$ cat config.mk
export PLATFORM = sky130hd
export DESIGN_NAME = scsf_status
export DESIGN_NICKNAME = d
export VERILOG_FILES = /design/src/inc/scsf_pkg.sv /design/src/logic/scsf_status.sv /design/src/logic/scsf_etu_timer.sv
export SDC_FILE = /design/constraint.sdc
export NUM_CORES = 1
export LEC_CHECK = 0
export ABC_AREA = 1
export ABC_CLOCK_PERIOD_IN_PS = 2600
export BUFFER_PORTS_ARGS = -buffer_cell sky130_fd_sc_hd__buf_2
export CAP_MARGIN = 20
export CORE_MARGIN = 4
export CORE_UTILIZATION = 25
export DETAILED_ROUTE_END_ITERATION = 10
export HOLD_SLACK_MARGIN = 0.05
export PLACE_DENSITY = 0.45
export SLEW_MARGIN = 20
export SYNTH_ARGS = -nofsm -noshare
export SYNTH_HDL_FRONTEND = slang
export SYNTH_SLANG_ARGS = --single-unit
$ cat constraint.sdc
create_clock -name sys_clk_i -period 2.6 [get_ports sys_clk_i]
set_input_delay 0.52 -clock sys_clk_i [delete_from_list [all_inputs] [get_ports sys_clk_i]]
set_output_delay 0.52 -clock sys_clk_i [all_outputs]
set_load 0.02 [all_outputs]
$ cat src/inc/scsf_pkg.sv
// constants and types for the smart card serial status flag block
package scsf_pkg;
   // register byte offsets on the axi4-lite slave
   localparam logic [7:0] OFS_STATUS = 8'h00;
   localparam logic [7:0] OFS_CTRL = 8'h04;
   localparam logic [7:0] OFS_RXDATA = 8'h08;
   localparam logic [7:0] OFS_TXDATA = 8'h0C;
   localparam logic [7:0] OFS_IRQ_STAT = 8'h10;
   localparam logic [7:0] OFS_IRQ_MASK = 8'h14;
   localparam logic [7:0] OFS_ETU = 8'h18;
   // status bit positions
   localparam int BIT_MULTIPROC_BIT_TX = 0;
   localparam int BIT_MPB = 1;
   localparam int BIT_TRANSMIT_END_FLAG = 2;
   localparam int BIT_PER = 3;
   localparam int BIT_ERS = 4;
   localparam int BIT_RX_FULL_FLAG = 6;
   localparam int BIT_TX_EMPTY_FLAG = 7;
   // control bit positions
   localparam int CTL_RE = 0;
   localparam int CTL_TE = 1;
   localparam int CTL_GM = 2;
   localparam int CTL_BLK = 3;
   localparam int CTL_SMARTCARD_SELECT = 4;
   localparam int CTL_CSYNC = 5;
   localparam int CTL_TRANSFER_DISABLE_SELECT = 6;
   // reset values
   localparam logic [7:0] STATUS_RST = 8'h84;
   localparam logic [7:0] CTRL_RST = 8'h00;
   localparam logic [15:0] ETU_RST = 16'h0010;
   // transmit_end_flag set points in half etu, counted from start bit
   localparam int TRANSMIT_END_FLAG_HALF_GM0_BLK0 = 25; // 12.5 etu
   localparam int TRANSMIT_END_FLAG_HALF_GM0_BLK1 = 23; // 11.5 etu
   localparam int TRANSMIT_END_FLAG_HALF_GM1 = 22; // 11.0 etu
   localparam logic [1:0] AXI_OKAY = 2'b00;
   localparam logic [1:0] AXI_SLVERR = 2'b10;
   typedef enum logic [1:0] {
      SCSF_IDLE = 2'b00,
      SCSF_RUN = 2'b01,
      SCSF_WAIT = 2'b10
   } scsf_tx_state_t;
endpackage

$ cat src/logic/scsf_status.sv
// smart card serial status flags with axi4-lite register slave
//
// Notes on behaviour
// - parity error sets parity fault flag
// - bad-parity byte stored, rx full unset
// - parity fault blocks reception, sync transmit
// - parity fault clears by 0 after read-1
// - clearing rx allow keeps parity fault
// - transmit_end_flag resets 1, read-only, tx off sets while ers is 0
// - transmit_end_flag set after interval if ok, empty
// - interval 12.5, 11.5 or 11.0 etu
// - transmit_end_flag clears on tx_empty_flag clear or dma load
// - mpb reads 0, unused in smart card
// - flags accept only written zero
// - controller clears only transfer_disable_select 0, count nonzero
// - timing counted in half etu
// - error signal low sample sets ers
// - smart card meaning only with select 1
`timescale 1ns/1ns
module scsf_status
   import scsf_pkg::*;
(
   input wire logic sys_clk_i, // 125 mhz clock
   input wire logic nrst_i, // async reset, low
   input wire logic [7:0] s_axi_awaddr, // write address
   input wire logic s_axi_awvalid, // write address valid
   output logic s_axi_awready, // write address ready
   input wire logic [31:0] s_axi_wdata, // write data
   input wire logic [3:0] s_axi_wstrb, // write strobes
   input wire logic s_axi_wvalid, // write data valid
   output logic s_axi_wready, // write data ready
   output logic [1:0] s_axi_bresp, // write response
   output logic s_axi_bvalid, // write response valid
   input wire logic s_axi_bready, // write response ready
   input wire logic [7:0] s_axi_araddr, // read address
   input wire logic s_axi_arvalid, // read address valid
   output logic s_axi_arready, // read address ready
   output logic [31:0] s_axi_rdata, // read data
   output logic [1:0] s_axi_rresp, // read response
   output logic s_axi_rvalid, // read data valid
   input wire logic s_axi_rready, // read data ready
   input wire logic rx_done_i, // pulse: character received
   input wire logic [7:0] rx_char_i, // received character
   input wire logic rx_parity_bad_i, // parity failed, with rx_done_i
   input wire logic err_sample_i, // pulse: error signal window sampled
   input wire logic err_line_i, // data line level at that sample
   input wire logic tx_start_i, // pulse: start bit of a character sent
   input wire logic dtc_tx_load_i, // pulse: controller loads tx data
   input wire logic [15:0] dtc_count_i, // controller transfer counter
   output logic [7:0] tx_char_o, // tx data register contents
   output logic tx_load_o, // pulse: tx data taken by shifter
   output logic rx_enable_o, // reception may continue
   output logic tx_enable_o, // transmission may continue
   output logic irq_o // level interrupt
);
   import scsf_pkg::*;

   logic [7:0] status_ff; // bits 7 6 4 3 2 0 stored, 1 and 5 forced 0
   logic [7:0] ctrl_ff;
   logic [7:0] rxdata_ff;
   logic [7:0] txdata_ff;
   logic [3:0] irq_stat_ff;
   logic [3:0] irq_mask_ff;
   logic [15:0] etu_ff;
   logic [7:0] seen_one_ff; // flags read as 1 since last clear
   scsf_tx_state_t tx_st_ff;
   logic aw_ff, w_ff;
   logic [7:0] awaddr_ff;
   logic [31:0] wdata_ff;
   logic [3:0] wstrb_ff;
   logic transmit_end_flag_done;

   // write channel capture, either order
   wire aw_take = s_axi_awvalid && !aw_ff && !s_axi_bvalid;
   wire w_take = s_axi_wvalid && !w_ff && !s_axi_bvalid;
   wire wr_go = aw_ff && w_ff && !s_axi_bvalid;
   wire wr_hit = (awaddr_ff == OFS_STATUS) || (awaddr_ff == OFS_CTRL) ||
      (awaddr_ff == OFS_TXDATA) || (awaddr_ff == OFS_IRQ_STAT) ||
      (awaddr_ff == OFS_IRQ_MASK) || (awaddr_ff == OFS_ETU) || (awaddr_ff == OFS_RXDATA);
   wire wr_b0 = wr_go && wstrb_ff[0];
   wire wr_stat = wr_b0 && awaddr_ff == OFS_STATUS;
   wire wr_ctrl = wr_b0 && awaddr_ff == OFS_CTRL;
   wire wr_tx = wr_b0 && awaddr_ff == OFS_TXDATA;
   wire wr_istat = wr_b0 && awaddr_ff == OFS_IRQ_STAT;
   wire wr_imask = wr_b0 && awaddr_ff == OFS_IRQ_MASK;
   wire wr_etu = wr_go && awaddr_ff == OFS_ETU;
   assign s_axi_awready = !aw_ff && !s_axi_bvalid;
   assign s_axi_wready = !w_ff && !s_axi_bvalid;

   // read channel decode
   wire rd_go = s_axi_arvalid && !s_axi_rvalid;
   assign s_axi_arready = !s_axi_rvalid;
   wire rd_stat = rd_go && s_axi_araddr == OFS_STATUS;
   wire [7:0] status_view = {status_ff[7:2], 1'b0, status_ff[0]};

   // mode views
   wire smartcard_select = ctrl_ff[CTL_SMARTCARD_SELECT];
   wire re_bit = ctrl_ff[CTL_RE];
   wire te_bit = ctrl_ff[CTL_TE];
   wire parity_fault_flag = status_ff[BIT_PER];
   wire error_signal_status = status_ff[BIT_ERS];
   wire tx_empty_flag = status_ff[BIT_TX_EMPTY_FLAG];

   // processor clear: write 0 to a bit previously read as 1
   wire [7:0] cpu_clr = {8{wr_stat}} & ~wdata_ff[7:0] & seen_one_ff;
   // controller clear requires disable-select 0 and count nonzero
   wire dtc_ok = dtc_tx_load_i && !ctrl_ff[CTL_TRANSFER_DISABLE_SELECT] && (dtc_count_i != 16'h0000);

   // set events
   wire rx_ok = rx_done_i && re_bit && !parity_fault_flag;
   wire set_per = rx_ok && rx_parity_bad_i;
   wire set_rx_full_flag = rx_ok && !rx_parity_bad_i;
   wire set_ers = smartcard_select && err_sample_i && !err_line_i;
   // transmit_end_flag is timed only in smart card mode; otherwise plain tx-empty with the shifter idle
   wire transmit_end_flag_tx_off = !te_bit && !error_signal_status;
   wire transmit_end_flag_timed = smartcard_select && transmit_end_flag_done && !error_signal_status && tx_empty_flag;
   wire set_transmit_end_flag = transmit_end_flag_tx_off || transmit_end_flag_timed || (!smartcard_select && tx_empty_flag && tx_st_ff == SCSF_IDLE);
   wire clr_tx_empty_flag = cpu_clr[BIT_TX_EMPTY_FLAG] || dtc_ok;
   wire tx_take = tx_st_ff == SCSF_IDLE && !tx_empty_flag && te_bit && tx_enable_o;

   // interval target selection
   wire [5:0] transmit_end_flag_target = ctrl_ff[CTL_GM] ? 6'(TRANSMIT_END_FLAG_HALF_GM1) :
      ctrl_ff[CTL_BLK] ? 6'(TRANSMIT_END_FLAG_HALF_GM0_BLK1) : 6'(TRANSMIT_END_FLAG_HALF_GM0_BLK0);

   // parity fault halts reception and, in sync mode, transmission
   assign rx_enable_o = re_bit && !parity_fault_flag;
   assign tx_enable_o = te_bit && !(parity_fault_flag && ctrl_ff[CTL_CSYNC]);
   assign tx_char_o = txdata_ff;
   assign irq_o = |(irq_stat_ff & irq_mask_ff);

   // interval measured from each start bit
   scsf_etu_timer #(
      .CW(6)
   ) u_timer (
      .sys_clk_i(sys_clk_i),
      .nrst_i(nrst_i),
      .half_etu_i(etu_ff),
      .start_i(tx_start_i),
      .target_i(transmit_end_flag_target),
      .done_o(transmit_end_flag_done)
   );

   // axi write address/data hold and response
   always_ff @(posedge sys_clk_i or negedge nrst_i)
   begin
      if (!nrst_i)
      begin
         aw_ff <= 1'b0;
         w_ff <= 1'b0;
         awaddr_ff <= 8'h00;
         wdata_ff <= 32'h0000_0000;
         wstrb_ff <= 4'h0;
         s_axi_bvalid <= 1'b0;
         s_axi_bresp <= AXI_OKAY;
      end
      else
      begin
         if (aw_take)
         begin
            aw_ff <= 1'b1;
            awaddr_ff <= {s_axi_awaddr[7:2], 2'b00};
         end
         if (w_take)
         begin
            w_ff <= 1'b1;
            wdata_ff <= s_axi_wdata;
            wstrb_ff <= s_axi_wstrb;
         end
         if (wr_go)
         begin
            aw_ff <= 1'b0;
            w_ff <= 1'b0;
            s_axi_bvalid <= 1'b1;
            s_axi_bresp <= wr_hit ? AXI_OKAY : AXI_SLVERR;
         end
         else if (s_axi_bready)
            s_axi_bvalid <= 1'b0;
      end
   end

   // axi read answer, one cycle after address
   always_ff @(posedge sys_clk_i or negedge nrst_i)
   begin
      if (!nrst_i)
      begin
         s_axi_rvalid <= 1'b0;
         s_axi_rdata <= 32'h0000_0000;
         s_axi_rresp <= AXI_OKAY;
      end
      else if (rd_go)
      begin
         s_axi_rvalid <= 1'b1;
         s_axi_rresp <= AXI_OKAY;
         case (s_axi_araddr[7:2])
            OFS_STATUS[7:2]: s_axi_rdata <= {24'h000000, status_view};
            OFS_CTRL[7:2]: s_axi_rdata <= {24'h000000, ctrl_ff};
            OFS_RXDATA[7:2]: s_axi_rdata <= {24'h000000, rxdata_ff};
            OFS_TXDATA[7:2]: s_axi_rdata <= {24'h000000, txdata_ff};
            OFS_IRQ_STAT[7:2]: s_axi_rdata <= {28'h0000000, irq_stat_ff};
            OFS_IRQ_MASK[7:2]: s_axi_rdata <= {28'h0000000, irq_mask_ff};
            OFS_ETU[7:2]: s_axi_rdata <= {16'h0000, etu_ff};
            default:
            begin
               s_axi_rdata <= 32'h0000_0000;
               s_axi_rresp <= AXI_SLVERR;
            end
         endcase
      end
      else if (s_axi_rready)
         s_axi_rvalid <= 1'b0;
   end

   // read-as-one memory for clear-after-read; new read refreshes it
   always_ff @(posedge sys_clk_i or negedge nrst_i)
   begin
      if (!nrst_i)
         seen_one_ff <= 8'h00;
      else if (rd_stat)
         seen_one_ff <= status_view & 8'hD8;
      else
         seen_one_ff <= seen_one_ff & ~cpu_clr;
   end

   // control and configuration registers; clearing rx allow leaves flags set, rx allow 0 stops per and rx_full_flag setting
   always_ff @(posedge sys_clk_i or negedge nrst_i)
   begin
      if (!nrst_i)
      begin
         ctrl_ff <= CTRL_RST;
         irq_mask_ff <= 4'h0;
         etu_ff <= ETU_RST;
      end
      else
      begin
         if (wr_ctrl)
            ctrl_ff <= wdata_ff[7:0];
         if (wr_imask)
            irq_mask_ff <= wdata_ff[3:0];
         if (wr_etu)
            etu_ff <= (wdata_ff[15:0] == 16'h0000) ? 16'h0001 : wdata_ff[15:0];
      end
   end

   // status flags; a set in the same cycle beats a clear
   always_ff @(posedge sys_clk_i or negedge nrst_i)
   begin
      if (!nrst_i)
         status_ff <= STATUS_RST;
      else
      begin
         status_ff[BIT_PER] <= set_per || (parity_fault_flag && !cpu_clr[BIT_PER]);
         status_ff[BIT_RX_FULL_FLAG] <= set_rx_full_flag || (status_ff[BIT_RX_FULL_FLAG] && !cpu_clr[BIT_RX_FULL_FLAG]);
         status_ff[BIT_ERS] <= set_ers || (error_signal_status && !cpu_clr[BIT_ERS]);
         status_ff[BIT_TX_EMPTY_FLAG] <= tx_take || (tx_empty_flag && !clr_tx_empty_flag && !wr_tx);
         status_ff[BIT_TRANSMIT_END_FLAG] <= set_transmit_end_flag || (status_ff[BIT_TRANSMIT_END_FLAG] && !clr_tx_empty_flag && !wr_tx);
         status_ff[BIT_MPB] <= 1'b0;
         status_ff[5] <= 1'b0;
         if (wr_stat)
            status_ff[BIT_MULTIPROC_BIT_TX] <= wdata_ff[BIT_MULTIPROC_BIT_TX];
      end
   end

   // received character lands in data register even on bad parity
   always_ff @(posedge sys_clk_i or negedge nrst_i)
   begin
      if (!nrst_i)
         rxdata_ff <= 8'h00;
      else if (rx_ok)
         rxdata_ff <= rx_char_i;
   end

   // tx data register, written by cpu; a controller load keeps its value
   always_ff @(posedge sys_clk_i or negedge nrst_i)
   begin
      if (!nrst_i)
         txdata_ff <= 8'h00;
      else if (wr_tx)
         txdata_ff <= wdata_ff[7:0];
      else if (dtc_tx_load_i)
         txdata_ff <= 8'h00 | txdata_ff;
   end

   // simple hand-off of tx data to the shifter
   always_ff @(posedge sys_clk_i or negedge nrst_i)
   begin
      if (!nrst_i)
      begin
         tx_st_ff <= SCSF_IDLE;
         tx_load_o <= 1'b0;
      end
      else
      begin
         tx_load_o <= tx_take;
         case (tx_st_ff)
            SCSF_IDLE:
               if (tx_take)
                  tx_st_ff <= SCSF_RUN;
            SCSF_RUN:
               if (tx_start_i)
               begin
                  tx_st_ff <= SCSF_WAIT;
               end
            SCSF_WAIT:
               if (transmit_end_flag_done || !te_bit)
               begin
                  tx_st_ff <= SCSF_IDLE;
               end
            default:
               tx_st_ff <= SCSF_IDLE;
         endcase
      end
   end

   // sticky events: per, ers, rx_full_flag sets and timed transmit_end_flag set; write 1 clears, set wins
   wire [3:0] ev = {transmit_end_flag_timed, set_rx_full_flag, set_ers, set_per};
   wire [3:0] ic = {4{wr_istat}} & wdata_ff[3:0];
   always_ff @(posedge sys_clk_i or negedge nrst_i)
   begin
      if (!nrst_i)
         irq_stat_ff <= 4'h0;
      else
         irq_stat_ff <= ev | (irq_stat_ff & ~ic);
   end
endmodule

$ cat src/logic/scsf_etu_timer.sv
// half-etu tick generator and transmit end interval counter
`timescale 1ns/1ns
module scsf_etu_timer
   import scsf_pkg::*;
#(
   parameter int CW = 6
)
(
   input wire logic sys_clk_i, // 125 mhz clock
   input wire logic nrst_i, // async reset, low
   input wire logic [15:0] half_etu_i, // clocks per half etu
   input wire logic start_i, // start bit sent, restart count
   input wire logic [CW-1:0] target_i, // half etu count to reach
   output logic done_o // pulse when target reached
);
   logic [15:0] div_ff;
   logic [CW-1:0] cnt_ff;
   logic run_ff;
   wire tick = (div_ff >= half_etu_i - 16'h0001);
   wire hit = run_ff && tick && (cnt_ff + CW'(1) == target_i);
   // bit-rate divider, realigned to the start bit
   always_ff @(posedge sys_clk_i or negedge nrst_i)
   begin
      if (!nrst_i)
         div_ff <= 16'h0000;
      else if (start_i || tick)
         div_ff <= 16'h0000;
      else
         div_ff <= div_ff + 16'h0001;
   end
   // interval counter in half etu
   always_ff @(posedge sys_clk_i or negedge nrst_i)
   begin
      if (!nrst_i)
      begin
         cnt_ff <= '0;
         run_ff <= 1'b0;
         done_o <= 1'b0;
      end
      else
      begin
         done_o <= hit;
         if (start_i)
         begin
            cnt_ff <= '0;
            run_ff <= 1'b1;
         end
         else if (hit)
            run_ff <= 1'b0;
         else if (run_ff && tick)
            cnt_ff <= cnt_ff + CW'(1);
      end
   end
endmodule

==> results.ini, run 1 <==
[status]
status = finished with violations
violations = negative setup slack

[floorplan]
core_mm2 = 0.0269
die_area_mm2 = 0.0300
initial_core_util = 0.254
die_x_um = 173
io_pins = 142
die-height_um = 173
row_count = 60

[timing]
slew_violations = 0
tns_ps = -355
timing.fmax_ghz = 0.376
whs_ps = 262
setup_viol = 12
fin_skew_ps = 9.18
relSlewSlack = 0.539
min_period_ps = 2660
rsz0062_at_grt = yes
hold_viol_final = 0
worstMarginPinSlew_ps = 686
fin_ws_ps = -61.5
post-route-period-util = 1.02

[logic_synthesis]
synth_top_cell_by_area = dfrtp_1
synthArstFlopShare = 1.00
synthAdderAreaFrac = 0.0348
yosys_register_bits = 130
synth_edf_count = 0
synth_cell_type_count = 46
yosysSeqAreaShare = 0.477
yosysMostFrequentCell = nand2_1
synthSimpleGateAreaFrac = 0.247
synth-compound-area-share = 0.118
ys_top_cells_by_area = dfrtp_1 47%, nand2_1 10%, inv_1 5.4%, nor2_1 4.5%, o21ai_0 3.6%
synth_top_cell_area_share = 0.466
synth_area_mm2 = 0.00682
synth_warnings = 0
synthMuxAreaShare = 0.0132
synth_area_per_cell_um2 = 8.38
syn_inst = 814
synth_xor_area_frac = 0.0218
ys.flop_type = dfrtp_1
yosys-top-cells-count = 187 x nand2_1, 127 x dfrtp_1, 98 x inv_1
synth_top_family_by_area = simple AND/OR/NAND/NOR gates

[cells_and_area]
finish.net_count = 1066
antenna_cells = 0
syn2layout_area_growth_pct = 28.9
fin_area_mm2 = 0.00880
utilization = 0.327
layout-drive-gt1-share = 0.278
final_cells = 1311

[placed_design]
gp_congestion = 0.793
place_hpwl_um = 15000
dp_slack_ps = -147
place_area_mm2 = 0.00790
dp_cells = 1272
io_buffer_count = 102

[clock_tree]
htree_levels = 4
clock_latency_ps = 430
clockRootBuffer = clkbuf_16
cts_buffer_depth = 2
clk_pin_slew_ps = 60
tritoncts.num_buffers = 17
cts_sinks = 130
cts_tree = built

[global_routing]
grt_pass1_wl_um = 31300
grt_usage = 0.132
antenna_found_initial = 0
grt_pass1_vias = 5579
globalRoute.totalOverflow = 0
grt_start_max_net_pins = 45

[setup_path]
crit_slowest_cell = dfrtp_1
crit_arrival_ps = 2960
worstReg2RegStart = etu_ff[3]
path_max_fanout = 7
r2r_cells = 16
crit_path_end_kind = flip-flop
crit_required_ps = 2900
crit_family = simple AND/OR/NAND/NOR gates
criticalPathCategory = flip-flop to flip-flop
critPathBufInv = 1
crit_path_start_kind = flip-flop
cp_cell_sequence = inv_2 > nand4_1 > nor2_4 > nand2_4 > nor3_4 > nand2_1 > xor2_1 > ha_1 > a21oi_2 > o21ai_1 > a21oi_2 > nand2_4 > nand3_4 > nand2_8 > nand2_2 > nand2_1
rrSetupSlack_ps = -60
critPathMaxStageDelay_ps = 440
r2r-end = u_timer.cnt_ff[3]
startpoint = etu_ff[3]

[min_path]
min-delay-start = s_axi_bready
hp-class = primary input to flip-flop
hold_path_end = s_axi_bvalid
holdPathStages = 2

[routing]
ant_nets = 0
dr.pass1.iters = 7
routed_via_density = 4.39
first_iter_violations = 268
routed_wl_um = 19600
route.detailed.wl_per_inst_um = 14.9
drcViolationCount = 0
vias = 5759

[power]
power.leakage_nw = 4.34
power_density_mw_per_mm2 = 918
total_power_mw = 8.08
irDropWorstVdd_mv = 0.483

[job]
drv_cap = 0

repair_timing:
action | in CTS | in global routing
hold buffers | 1 | 0
setup endpoints to repair | 16 | 24
hold endpoints to repair | 41 | 0
setup buffers | 2 | 5
gates resized for setup | 10 | 41
pin swaps | 0 | 20
flip-flops by register name (all words and copies together), names as in the netlist, 2 cells and up:
register,cells
u_timer.div_ff,16
seen_one_ff,4
awaddr_ff,6
tx_st_ff,2
u_timer.cnt_ff,6
s_axi_rdata,16
irq_stat_ff,4
ctrl_ff,8
wdata_ff,16
status_ff,6
tx_char_o,8
etu_ff,16
rxdata_ff,8
irq_mask_ff,4
layout make-up:
cell class	count	area [µm²]
Fill cell	2876	18100
Sequential cell	130	3260
Multi-Input combinational cell	565	3230
Timing Repair Buffer	144	872
Clock buffer	19	453
Tap cell	341	427
Inverter	100	375
Clock inverter	12	180
where the power goes:
part / switching [mW] / internal, mW / total [mW] / leakage [nW]
clock network: 0.926 / 1.65 / 2.58 / 0.294
registers: 0.311 / 2.36 / 2.68 / 1.66
logic: 1.64 / 1.19 / 2.83 / 2.39
cells by family (layout without fill, tap and decap cells):
family	count (synthesis)	count (layout)
other	1	18
XOR/XNOR	17	17
adder cells (fa/ha/maj)	19	19
buffers and inverters	136	275
AO/OA/AOI/OAI	135	135
AND/OR/NAND/NOR	368	368
flip-flops	130	130
multiplexers	8	8
layout by cell type (no fill, tap or decap), types with 5 or more instances in the layout:
master | Yosys | routed
nand2_1 | 187 | 176
clkinvlp_4 | 0 | 5
conb_1 | 1 | 18
nand3_1 | 28 | 25
dfrtp_1 | 127 | 127
o21ai_1 | 5 | 8
buf_2 | 6 | 101
nor3_2 | 4 | 6
nand3_2 | 5 | 8
xor2_1 | 14 | 14
inv_1 | 98 | 94
o21ai_2 | 16 | 16
clkbuf_16 | 0 | 17
nand4_1 | 14 | 14
buf_4 | 18 | 38
mux2_2 | 8 | 8
ha_1 | 19 | 15
nor2_1 | 82 | 75
nand2_2 | 7 | 14
nor3_1 | 15 | 11
inv_2 | 1 | 5
nor2_4 | 5 | 6
nor4_1 | 12 | 12
a21oi_1 | 40 | 36
nor2_2 | 3 | 9
o21ai_0 | 49 | 46
worst max path at each step:
stage | to | slack [ps] | depth (start not counted)
floorplan | u_timer.div_ff[14] | 140 | 16
global placement | u_timer.cnt_ff[1] | -160 | 20
global route | u_timer.cnt_ff[3] | -250 | 16
finish | u_timer.cnt_ff[3] | -60 | 16
detailed placement | u_timer.cnt_ff[3] | -150 | 20
CTS | u_timer.div_ff[14] | 9 | 16
metal layers:
layer  global-route usage  part of all wire
met1                0.198              0.52
met2                0.192              0.43
met3               0.0310             0.041
met4               0.0289            0.0076
met5                    0                 0
(Power assumes the default switching activity.)
==> run 2, diff against run 1 <==
--- a/config.mk
+++ b/config.mk
@@ -10,10 +10,10 @@
 export BUFFER_PORTS_ARGS = -buffer_cell sky130_fd_sc_hd__buf_2
 export CAP_MARGIN = 20
 export CORE_MARGIN = 4
-export CORE_UTILIZATION = 25
+export CORE_UTILIZATION = 50
 export DETAILED_ROUTE_END_ITERATION = 10
 export HOLD_SLACK_MARGIN = 0.05
-export PLACE_DENSITY = 0.45
+export PLACE_DENSITY = 0.78
 export SLEW_MARGIN = 20
 export SYNTH_ARGS = -nofsm -noshare
 export SYNTH_HDL_FRONTEND = slang
==> run 2 against run 1 <==
Against the previous run:
- highest routed layer unchanged
- critical endpoint is now u_timer.cnt_ff[4]
- worst setup slack worse by 24 ps
- the flow still finishes with violations (negative setup slack)
- first-iteration DRC count is 79% higher
- combinational power is 6% higher
- clock skew is 3.0 ps lower
- sequential cell count stayed put
- clock power is 3% higher
- critical path type unchanged
- register-to-register slack worse by 20 ps
- die area is 48% lower
==> results.ini, run 2 (synthesis results as in run 1) <==
[routing]
wl_met3_um = 1170  ; was 809 µm
dr.max_layer_used = met4  ; unchanged
ant_nets = 0  ; unchanged
vias = 6052  ; was 5,759
routed_via_density = 5.28  ; was 4.39
drcViolationCount = 0  ; unchanged
route.detailed.wl_per_inst_um = 15.6  ; was 14.9 µm
routed_wl_um = 17900  ; was 19,600 µm
met2WireLength_um = 8480  ; was 8440 µm
dr.pass1.iters = 5  ; was 7
first_iter_violations = 481  ; was 268
wl_met1_um = 7800  ; was 10,200 µm

[global_routing]
grt_pass1_wl_um = 28600  ; was 31,300 µm
globalRoute.totalOverflow = 0  ; unchanged
antenna_found_initial = 0  ; unchanged
grt_start_max_net_pins = 54  ; was 45
grt_usage = 0.228  ; was 0.132
grt_pass1_vias = 5891  ; was 5,579

[setup_path]
path_max_fanout = 7  ; unchanged
crit_path_end = u_timer.cnt_ff[4]  ; was u_timer.cnt_ff[3]
startpoint = etu_ff[0]  ; was etu_ff[3]
crit_required_ps = 2960  ; was 2900 ps
r2r_cells = 17  ; was 16
criticalPathCategory = flip-flop to flip-flop  ; unchanged
r2r-end = u_timer.cnt_ff[4]  ; was u_timer.cnt_ff[3]
crit_path_end_kind = flip-flop  ; unchanged
crit_arrival_ps = 3050  ; was 2960 ps
worstReg2RegStart = etu_ff[0]  ; was etu_ff[3]
critPathMaxStageDelay_ps = 380  ; was 440 ps
crit_path_start_kind = flip-flop  ; unchanged
rrSetupSlack_ps = -90  ; was -60 ps
crit_slowest_cell = dfrtp_1  ; unchanged
cp_cell_sequence = inv_2 > ha_4 > nand2_2 > nor3_4 > buf_4 > nand3_1 > xnor2_1 > inv_1 > ha_4 > nand2_4 > nor3_2 > nand2_2 > nand2_4 > nand3_4 > nand2_4 > nand2_2 > nand2_1  ; was inv_2 > nand4_1 > nor2_4 > nand2_4 > nor3_4 > nand2_1 > xor2_1 > ha_1 > a21oi_2 > o21ai_1 > a21oi_2 > nand2_4 > nand3_4 > nand2_8 > nand2_2 > nand2_1

[placed_design]
io_buffer_count = 102  ; unchanged
dp_slack_ps = -90.7  ; was -147 ps
gp_congestion = 0.898  ; was 0.793
place_hpwl_um = 12500  ; was 15,000 µm

[timing]
timing.fmax_ghz = 0.372  ; was 0.376 GHz
worstMarginPinSlew_ps = 765  ; was 686 ps
relSlewSlack = 0.486  ; was 0.539
setup_viol = 19  ; was 12
post-route-period-util = 1.03  ; was 1.02
slew_violations = 0  ; unchanged
rsz0062_at_grt = yes  ; unchanged
hold_viol_final = 0  ; unchanged
fin_ws_ps = -85.1  ; was -61.5 ps
min_period_ps = 2690  ; was 2660 ps
fin_skew_ps = 6.17  ; was 9.18 ps

[cells_and_area]
finish.net_count = 1065  ; was 1,066
utilization = 0.649  ; was 0.327
final_cell_mix = 175 x nand2_1, 127 x dfrtp_1, 101 x buf_2, 92 x inv_1, 76 x nor2_1  ; was 176 x nand2_1, 127 x dfrtp_1, 101 x buf_2, 94 x inv_1, 75 x nor2_1
layout-drive-gt1-share = 0.279  ; was 0.278
antenna_cells = 0  ; unchanged
syn2layout_area_growth_pct = 26.5  ; was 28.9%
layout_commonest_cell = nand2_1  ; unchanged

[job]
drv_cap = 0  ; unchanged

[clock_tree]
cts_sinks = 130  ; unchanged
cts_tree = built  ; unchanged
hold_buffers = 0  ; was 1
htree_levels = 4  ; unchanged
clk_pin_slew_ps = 60  ; about the same
cts_buffer_depth = 2  ; unchanged
clockRootBuffer = clkbuf_16  ; unchanged
clock_latency_ps = 420  ; was 430 ps
tritoncts.num_buffers = 17  ; unchanged

[min_path]
hp-class = primary input to asynchronous set/reset pin  ; was primary input to flip-flop

[floorplan]
initial_core_util = 0.513  ; was 0.254
die-height_um = 125  ; was 173 µm
die_area_mm2 = 0.0156  ; was 0.0300 mm²
io_pins = 142  ; unchanged
die_x_um = 125  ; was 173 µm
core_mm2 = 0.0133  ; was 0.0269 mm²
row_count = 42  ; was 60

[status]
status = finished with violations  ; unchanged
violations = negative setup slack  ; unchanged

[power]
irDropWorstVdd_mv = 0.632  ; was 0.483 mV
power_density_mw_per_mm2 = 966  ; was 918 mW/mm²
total_power_mw = 8.34  ; was 8.08 mW
power.leakage_nw = 4.38  ; was 4.34 nW

run 2: cell types whose count changed in the layout (fill, tap and decap cells not counted), sizes merged:
cell         delta
clkinvlp        -3
clkinv          +3
bufinv          +1
dlygate4sd3     -1
clkbuf          -1
inv             +1
run 2: per-layer routing:
layer  GRT usage  vias up
met3      0.0532       39
met1       0.302     2873
met4      0.0982        0
met2       0.361      220
met5           0        -
li1            -     2920
run 2: area by class of cell:
type,count,area [µm²]
clock inverter,14,226
timing repair buffer,143,873
fill,1101,4660
tap,176,220
multi-input combinational,565,3240
sequential,130,3260
clock buffer,18,439
inverter,100,375
run 2: what timing repair did:
item / 4_1_cts / 5_1_grt
pin swaps: 18 / 23
gates resized for setup: 32 / 26
gates cloned: 0 / 1
setup buffers: 7 / 3
setup endpoints to repair: 15 / 24
run 2: power breakdown:
part           switching (mW)  internal (mW)
Sequential              0.308           2.36
Clock                   0.934           1.74
Combinational            1.78           1.22
Total                    3.02           5.33
run 2: worst min path at each step:
stage / end / slack [ps] / cells past startpoint
after floorplan: aw_ff / 220 / 0
after global placement: s_axi_rdata[0] / 460 / 2
after detailed placement: s_axi_rdata[5] / 460 / 2
after CTS: u_timer.div_ff[8] / 70 / 1
after global routing: u_timer.div_ff[5] / 110 / 1
final: u_timer.div_ff[8] / 70 / 1
run 2: critical path, delay by kind of cell, from the launching register on:
kind / cells / cell delay, ps
xor gates and xnor gates: 1 / 220
adders and majority gates: 2 / 450
buffers and inverters: 3 / 390
DFF: 1 / 380
and+or+nand+nor: 11 / 1160
run 2: per-stage QoR:
| stage | cell area (µm²) | hold slack, ps | std cells | TNS, ps |
|---|---|---|---|---|
| after global placement | 7650 | 460 | 1103 | 0 |
| after floorplan | 6890 | 224 | 831 | 0 |
| after global routing | 8630 | 107 | 1146 | -3710 |
| final | 8630 | 67.2 | 1146 | -866 |
| after detailed placement | 7650 | 461 | 1103 | -632 |
| after CTS | 8480 | 71.8 | 1142 | -61.0 |
